### config.mk
export PLATFORM = sky130hd
export DESIGN_NAME = swpc_config
export DESIGN_NICKNAME = d
export VERILOG_FILES = /design/src/core/swpc_pkg.sv /design/src/core/swpc_config.sv /design/src/core/swpc_pullup.sv
export SDC_FILE = /design/constraint.sdc
export NUM_CORES = 1
export LEC_CHECK = 0
export BUFFER_PORTS_ARGS = -buffer_cell sky130_fd_sc_hd__buf_2
export CAP_MARGIN = 0
export CORE_AREA = 2 2 68 70
export CTS_BUF_LIST = sky130_fd_sc_hd__clkbuf_8
export DETAILED_ROUTE_END_ITERATION = 8
export DIE_AREA = 0 0 70 72
export HOLD_SLACK_MARGIN = 0.08
export PLACE_DENSITY = 0.63
export SYNTH_ARGS = -nofsm -noshare
export SYNTH_HDL_FRONTEND = slang
export SYNTH_SLANG_ARGS = --single-unit
### constraint.sdc
create_clock -name i_clk_sys -period 4.2 [get_ports i_clk_sys]
set_input_delay 0 -clock i_clk_sys [delete_from_list [all_inputs] [get_ports i_clk_sys]]
set_output_delay 0 -clock i_clk_sys [all_outputs]
set_load 0.02 [all_outputs]
### src/core/swpc_pkg.sv
// Operation
// Read pointer follows last executed instruction
// Features combine; strong pullup self-clears after use
// Config reads zero after any reset
// Write accepted only with complement upper nibble
// Upper config nibble always reads zero
// Bits: speed 3, strong 2, power-down 1, active 0
// Active pullup off: resistor only on rises
// Active pullup on from threshold to slot end
// No active pullup after short recovery
// Fixed pullup on reset/presence rising edges
// Power-down: pullup off, bus low, no traffic
// Power-down with strong pullup stores strong zero
// Sleep input low: bus per power-down bit
// Host sets strong pullup right before command
// Strong pullup engages at slot rise threshold
// Strong pullup ends on command, clear, reset
// Strong pullup leaves active pullup bit alone
// Speed bit selects standard or overdrive timing
// Host sets speed after overdrive byte command
// Speed zero then bus reset returns standard
// Failed config byte answered with not-acknowledge
// Config write clears device-reset status flag
// Changes apply from next slot or command
package swpc_pkg;
  localparam logic [1:0] RPTR_CONFIG = 2'h0;
  localparam logic [1:0] RPTR_STATUS = 2'h1;
  localparam logic [1:0] RPTR_DATA = 2'h2;
  localparam logic [1:0] RPTR_PORT = 2'h3;
  localparam logic [7:0] CFG_RESET = 8'h00;
  localparam int CFG_SPEED_BIT = 3;
  localparam int CFG_STRONG_BIT = 2;
  localparam int CFG_PDN_BIT = 1;
  localparam int CFG_ACTIVE_BIT = 0;
  localparam int CLK_PERIOD_PS = 5000;
  localparam int FIX_PU_STD_NS = 2500;
  localparam int FIX_PU_OD_NS = 500;
  localparam logic [9:0] FIX_PU_STD_CYC = 10'((FIX_PU_STD_NS * 1000) / CLK_PERIOD_PS);
  localparam logic [9:0] FIX_PU_OD_CYC = 10'((FIX_PU_OD_NS * 1000) / CLK_PERIOD_PS);

  typedef struct packed {
    logic overdrive_speed_sel;
    logic strong_pullup_en;
    logic bus_power_down;
    logic active_pullup_en;
  } swpc_cfg_s;

  typedef struct packed {
    logic slot_start;
    logic slot_end;
    logic rise_hi_thr;
    logic rise_apu_thr;
    logic short_recovery;
    logic rst_rise;
  } swpc_slot_s;

  typedef enum logic [1:0] {PU_IDLE, PU_ACTIVE, PU_FIXED, PU_STRONG} swpc_pu_e;

  function automatic logic swpc_cfg_ok(input logic [7:0] b);
    return b[7:4] == ~b[3:0];
  endfunction
endpackage

### src/core/swpc_config.sv
`timescale 1ns/1ps
`default_nettype none
module swpc_config
  import swpc_pkg::*;
(
  // Clock and reset
  input wire logic i_clk_sys,
  input wire logic i_rst,
  // Command decode from host port
  input wire logic i_dev_reset_cmd,
  input wire logic i_cfg_wr,
  input wire logic [7:0] i_cfg_byte,
  input wire logic i_set_rptr,
  input wire logic [1:0] i_set_rptr_val,
  input wire logic i_bus_cmd,
  input wire logic i_port_cmd,
  // Bus timing events
  input wire swpc_slot_s i_slot,
  input wire logic i_sleep_n_input,
  // Host readback
  input wire logic [7:0] i_status_byte,
  input wire logic [7:0] i_data_byte,
  input wire logic [7:0] i_port_byte,
  output logic [7:0] o_rd_data,
  output logic [1:0] o_rd_ptr,
  output logic o_cfg_nack,
  output logic o_dev_reset_flag,
  // Bus drive
  output swpc_cfg_s o_cfg_active,
  output logic o_pullup_resistor_en,
  output logic o_bus_force_low,
  output logic o_low_z_pullup,
  output logic o_bus_refuse,
  output logic o_sleep
);
  typedef struct packed {
    swpc_cfg_s cfg;
    swpc_cfg_s act;
    logic [1:0] rptr;
    logic nack;
    logic rst_flag;
  } swpc_state_s;
  swpc_state_s q, next_q;
  logic strong_done;
  logic strong_stop;

  // An accepted write with the strong bit at zero, a device reset or a new bus command ends the strong phase
  assign strong_stop = i_bus_cmd || i_dev_reset_cmd
    || (i_cfg_wr && swpc_cfg_ok(i_cfg_byte) && !i_cfg_byte[CFG_STRONG_BIT]);

  always_comb begin
    next_q = q;
    next_q.nack = 1'b0;
    if (i_dev_reset_cmd) begin
      next_q.cfg = swpc_cfg_s'(CFG_RESET[3:0]);
      next_q.act = swpc_cfg_s'(CFG_RESET[3:0]);
      next_q.rptr = RPTR_STATUS;
      next_q.rst_flag = 1'b1;
    end else begin
      if (i_cfg_wr) begin
        next_q.rptr = RPTR_CONFIG;
        if (swpc_cfg_ok(i_cfg_byte)) begin
          next_q.cfg.overdrive_speed_sel = i_cfg_byte[CFG_SPEED_BIT];
          next_q.cfg.strong_pullup_en = i_cfg_byte[CFG_STRONG_BIT]
            && !i_cfg_byte[CFG_PDN_BIT];
          next_q.cfg.bus_power_down = i_cfg_byte[CFG_PDN_BIT];
          next_q.cfg.active_pullup_en = i_cfg_byte[CFG_ACTIVE_BIT];
          next_q.rst_flag = 1'b0;
        end else begin
          next_q.nack = 1'b1;
          // A refused byte must not keep a finished strong phase alive
          if (strong_done) begin
            next_q.cfg.strong_pullup_en = 1'b0;
          end
        end
      end else if (strong_done) begin
        next_q.cfg.strong_pullup_en = 1'b0;
      end
      if (i_set_rptr) begin
        next_q.rptr = i_set_rptr_val;
      end else if (i_bus_cmd) begin
        next_q.rptr = RPTR_STATUS;
      end else if (i_port_cmd) begin
        next_q.rptr = RPTR_PORT;
      end
      // Never switch timing mid slot; power-down applies at once
      if (i_slot.slot_start || i_bus_cmd) begin
        next_q.act = next_q.cfg;
      end else begin
        next_q.act.bus_power_down = next_q.cfg.bus_power_down;
        next_q.act.strong_pullup_en = next_q.cfg.strong_pullup_en;
      end
    end
  end

  always_ff @(posedge i_clk_sys) begin
    if (i_rst) begin
      q <= '{cfg: swpc_cfg_s'(4'h0), act: swpc_cfg_s'(4'h0), rptr: RPTR_STATUS,
             nack: 1'b0, rst_flag: 1'b1};
    end else begin
      q <= next_q;
    end
  end

  swpc_pullup swpc_pullup_inst (
    .i_clk_sys(i_clk_sys),
    .i_rst(i_rst || i_dev_reset_cmd),
    .i_apu(q.act.active_pullup_en),
    .i_spu(q.cfg.strong_pullup_en),
    .i_od(q.act.overdrive_speed_sel),
    .i_pdn(q.cfg.bus_power_down),
    .i_strong_stop(strong_stop),
    .i_slot(i_slot),
    .o_low_z_pullup(o_low_z_pullup),
    .o_strong_done(strong_done)
  );

  always_comb begin
    case (q.rptr)
      RPTR_CONFIG: o_rd_data = {4'h0, q.cfg};
      RPTR_STATUS: o_rd_data = i_status_byte;
      RPTR_DATA: o_rd_data = i_data_byte;
      RPTR_PORT: o_rd_data = i_port_byte;
      default: o_rd_data = 8'h00;
    endcase
  end

  assign o_rd_ptr = q.rptr;
  assign o_cfg_nack = q.nack;
  assign o_dev_reset_flag = q.rst_flag;
  assign o_cfg_active = q.act;
  assign o_sleep = !i_sleep_n_input;
  assign o_pullup_resistor_en = !q.cfg.bus_power_down;
  assign o_bus_force_low = q.cfg.bus_power_down;
  assign o_bus_refuse = q.cfg.bus_power_down || !i_sleep_n_input;
endmodule
`default_nettype wire

### src/core/swpc_pullup.sv
`timescale 1ns/1ps
`default_nettype none
module swpc_pullup
  import swpc_pkg::*;
(
  // Clock and reset
  input wire logic i_clk_sys,
  input wire logic i_rst,
  // Speed and active pullup latched at slot boundary, the rest taken directly
  input wire logic i_apu,
  input wire logic i_spu,
  input wire logic i_od,
  input wire logic i_pdn,
  input wire logic i_strong_stop,
  input wire swpc_slot_s i_slot,
  // Pullup controls
  output logic o_low_z_pullup,
  output logic o_strong_done
);
  typedef struct packed {
    swpc_pu_e st;
    logic [9:0] cnt;
    logic done;
  } swpc_pu_state_s;
  swpc_pu_state_s q, next_q;

  always_comb begin
    next_q = q;
    next_q.done = 1'b0;
    case (q.st)
      PU_IDLE: begin
        if (i_pdn) begin
          next_q.st = PU_IDLE;
        end else if (i_slot.short_recovery) begin
          next_q.st = PU_IDLE;
        end else if (i_spu && (i_apu ? i_slot.rise_apu_thr : i_slot.rise_hi_thr)) begin
          next_q.st = PU_STRONG;
        end else if (i_apu && i_slot.rst_rise) begin
          next_q.st = PU_FIXED;
          next_q.cnt = i_od ? FIX_PU_OD_CYC : FIX_PU_STD_CYC;
        end else if (i_apu && i_slot.rise_apu_thr) begin
          next_q.st = PU_ACTIVE;
        end
      end
      PU_ACTIVE: begin
        if (i_slot.slot_end || i_pdn) begin
          next_q.st = PU_IDLE;
        end
      end
      PU_FIXED: begin
        if (q.cnt <= 10'h001 || i_pdn) begin
          next_q.st = PU_IDLE;
        end else begin
          next_q.cnt = q.cnt - 10'h001;
        end
      end
      PU_STRONG: begin
        if (i_strong_stop || i_pdn) begin
          next_q.st = PU_IDLE;
          next_q.done = 1'b1;
        end
      end
      default: next_q.st = PU_IDLE;
    endcase
  end

  always_ff @(posedge i_clk_sys) begin
    if (i_rst) begin
      q <= '{st: PU_IDLE, cnt: 10'h000, done: 1'b0};
    end else begin
      q <= next_q;
    end
  end

  // Resistor-only unless a low-impedance phase is running
  // Power-down cuts the transistor at once, not one cycle later
  assign o_low_z_pullup = (q.st != PU_IDLE) && !i_pdn;
  assign o_strong_done = q.done;
endmodule
`default_nettype wire

==> insert_results.sql <==
INSERT INTO impl_metrics (metric_group, metric, value, unit) VALUES
('worst_setup_path', 'crit_path_start', 'swpc_pullup_inst.q[6]', ''),
('sta', 'setup_viol', '0', ''),
('worst_setup_path', 'crit_path_end_kind', 'flop', ''),
('clock_tree', 'post_cts_hold_buffer_count', '14', ''),
('floorplanning', 'pin_count', '69', ''),
('detailed_routing', 'dr.first_iter.drc_count', '44', ''),
('sta', 'holdWs', '111', 'ps'),
('worst_setup_path', 'reg2reg_to', 'swpc_pullup_inst.q[7]', ''),
('logic_synthesis', 'postSynthNetCount', '230', ''),
('finish', 'drive_above_1_share', '37.8', '%'),
('worst_setup_path', 'rr_worst_depth', '4', ''),
('logic_synthesis', 'number_of_synthesized_flops_with_an_enable_pin', '0', ''),
('clock_tree', 'cts_num_sinks', '23', ''),
('power_and_ir_drop', 'power_density', '230', 'nW/um^2'),
('floorplanning', 'chipHeight', '72', 'um'),
('logic_synthesis', 'synth-warning-count', '0', ''),
('logic_synthesis', 'synth_area_leader_cell', 'sky130_fd_sc_hd__dfxtp_1', ''),
('finish', 'layout.core_utilization', '48.1', '%'),
('logic_synthesis', 'yosys-top-cells-area', 'sky130_fd_sc_hd__dfxtp_1 30%, sky130_fd_sc_hd__a21oi_1 6.4%, sky130_fd_sc_hd__mux4_2 5.8%, sky130_fd_sc_hd__o21ai_0 3.5%, sky130_fd_sc_hd__buf_4 3.4%', ''),
('status', 'status', 'complete, no violations', ''),
('logic_synthesis', 'syn-mean-instance-area', '8.63', 'um^2'),
('finish', 'multi_input_comb_area', '972', 'um^2'),
('floorplanning', 'fp.dieArea', '5040', 'um^2'),
('placed_design', 'placed_area', '1860', 'um^2'),
('detailed_routing', 'vias_per_cell', '5.33', ''),
('clock_tree', 'cts_tree', 'built', ''),
('grt', 'grtUsageMet2', '31.2', '%'),
('detailed_routing', 'route.antenna.remaining_nets', '0', ''),
('sta', 'finalCriticalPeriod', '2150', 'ps'),
('grt', 'first_global_vias', '1512', ''),
('sta', 'fin_setup_tns', '0', 'ps'),
('clock_tree', 'cts_repair_resize_count', '0', ''),
('worst_setup_path', 'worst_ep_required_time', '4360', 'ps'),
('finish', 'antenna-diode-count', '0', ''),
('detailed_routing', 'num_vias', '1614', ''),
('finish', 'fin_nets', '302', ''),
('sta', 'final-max-slew-violation-count', '0', ''),
('grt', 'number_of_antenna_violations_at_the_first_check_in_global_routing', '0', ''),
('sta', 'final_hold_viol_count', '0', ''),
('worst_setup_path', 'worst_r2r_startpoint', 'swpc_pullup_inst.q[6]', ''),
('clock_tree', 'clock-root-buffer', 'sky130_fd_sc_hd__clkbuf_8', ''),
('worst_setup_path', 'path_class', 'reg -> reg', ''),
('logic_synthesis', 'synthDominantCellAreaShare', '29.6', '%'),
('finish', 'sequential_standard_cell_area', '460', 'um^2'),
('grt', 'grt_start_max_net_pins', '16', ''),
('finish', 'layout.cells.most_common', 'sky130_fd_sc_hd__buf_2', ''),
('grt', 'met1_use_gr', '19.6', '%'),
('logic_synthesis', 'postSynthRegisterBits', '23', ''),
('clock_tree', 'insertion_delay', '270', 'ps'),
('clock_tree', 'cts_max_level', '1', ''),
('logic_synthesis', 'postSynthCellCount', '180', ''),
('hold_path', 'worstHoldPathType', 'in -> reg', ''),
('clock_tree', 'clock_pin_slew_reported_for_the_worst_setup_and_hold_paths_after_clock_tree_synthesis', '90', 'ps'),
('grt', 'grt.overflow.total', '0', ''),
('finish', 'growth_of_design_area_from_synthesis_to_finish', '31.9', '%'),
('logic_synthesis', 'ys.flop_type', 'sky130_fd_sc_hd__dfxtp_1', ''),
('placed_design', 'placement.setup.worst_slack', '2090', 'ps'),
('worst_setup_path', 'timing.critical_path.fanout_max', '15', ''),
('logic_synthesis', 'yosysSeqAreaShare', '29.6', '%'),
('grt', 'first_pass_grt_wire_length', '6.89', 'mm'),
('logic_synthesis', 'async_set_reset_flop_share_out_of_synthesis', '0', '%'),
('sta', 'post_route_setup_slack', '2050', 'ps'),
('sta', 'max_freq', '0.465', 'GHz'),
('flow_run', 'max_cap_violations', '0', ''),
('detailed_routing', 'firstDrtPassIters', '4', ''),
('clock_tree', 'tritoncts_buffer_count', '3', ''),
('sta', 'timing.final.crit_share', '51.2', '%'),
('placed_design', 'dp_hpwl', '3.21', 'mm'),
('worst_setup_path', 'r2r_setup_slack', '2050', 'ps'),
('finish', 'final_cell_mix', '68 x sky130_fd_sc_hd__buf_2, 23 x sky130_fd_sc_hd__dfxtp_1, 20 x sky130_fd_sc_hd__a21oi_1', ''),
('floorplanning', 'std_cell_rows', '24', '');
[critical path, stage by stage, from the launching register on]
cell	delay (ps)
sky130_fd_sc_hd__dfxtp_1	380
sky130_fd_sc_hd__or4_1	650
sky130_fd_sc_hd__o31ai_4	540
sky130_fd_sc_hd__a21boi_0	190
sky130_fd_sc_hd__o221a_2	290
[area by class of cell]
| cell class | instances | area share [%] |
|---|---|---|
| Inverter | 6 | 1.10 |
| Sequential cell | 23 | 22.5 |
| Tap cell | 52 | 3.17 |
| Multi-Input combinational cell | 136 | 47.4 |
| Clock inverter | 1 | 0.366 |
| Timing Repair Buffer | 82 | 23.4 |
| Clock buffer | 3 | 2.01 |
[state kept, by name (all words and copies together) (netlist names)]
name	flops
swpc_pullup_inst.o_strong_done	1
o_dev_reset_flag	1
o_rd_ptr	2
swpc_pullup_inst.q	12
q	2
o_cfg_active	4
o_cfg_nack	1
[cells by family (layout without fill, tap and decap cells)]
logic type | after synthesis | in the layout | share of synthesized area, %
buffers and inverters | 21 | 92 | 7.81
AND/OR/NAND/NOR | 63 | 63 | 24.2
adder cells (fa/ha/maj) | 2 | 2 | 1.61
multiplexers | 8 | 8 | 8.70
AO/OA/AOI/OAI | 58 | 58 | 25.3
XOR/XNOR | 5 | 5 | 2.82
flip-flops | 23 | 23 | 29.6
[metrics by stage]
step | total power [uW] | cells
final | 471 | 303
after floorplan | 282 | 180
after CTS | 478 | 303
after detailed placement | 322 | 285
after global placement | 322 | 285
after global routing | 495 | 303
[layer usage]
metal	wire length (um)	up-vias
met5	0	-
met4	14	0
met3	282	2
met2	2140	52
met1	1810	738
li1	-	822
[worst min path at each step]
| stage | depth (start not counted) | slack [ps] | to | start |
|---|---|---|---|---|
| floorplan | 1 | 80 | o_sleep | i_sleep_n_input |
| global placement | 3 | 230 | o_rd_ptr[0] | i_set_rptr_val[0] |
| detailed placement | 3 | 240 | o_rd_ptr[0] | i_set_rptr_val[0] |
| CTS | 4 | 110 | swpc_pullup_inst.q[11] | i_dev_reset_cmd |
| global route | 3 | 130 | o_dev_reset_flag | i_rst |
| finish | 3 | 110 | o_dev_reset_flag | i_rst |
[report_power, final]
part | internal [uW] | switching (uW) | total, uW
combinational | 50.3 | 49.9 | 100
clock | 67.2 | 77.6 | 145
sequential | 221 | 5.33 | 226
total | 338 | 133 | 471
[Yosys cell counts (5+ instances only)]
| cell type | n |
|---|---|
| sky130_fd_sc_hd__dfxtp_1 | 23 |
| sky130_fd_sc_hd__nand2_1 | 14 |
| sky130_fd_sc_hd__clkbuf_1 | 5 |
| sky130_fd_sc_hd__nor2_1 | 9 |
| sky130_fd_sc_hd__o21ai_0 | 11 |
| sky130_fd_sc_hd__buf_4 | 7 |
| sky130_fd_sc_hd__inv_1 | 6 |
| sky130_fd_sc_hd__a31oi_1 | 5 |
| sky130_fd_sc_hd__a21oi_1 | 20 |
| sky130_fd_sc_hd__nand3_1 | 6 |
Power figures use the tool's default switching activity.
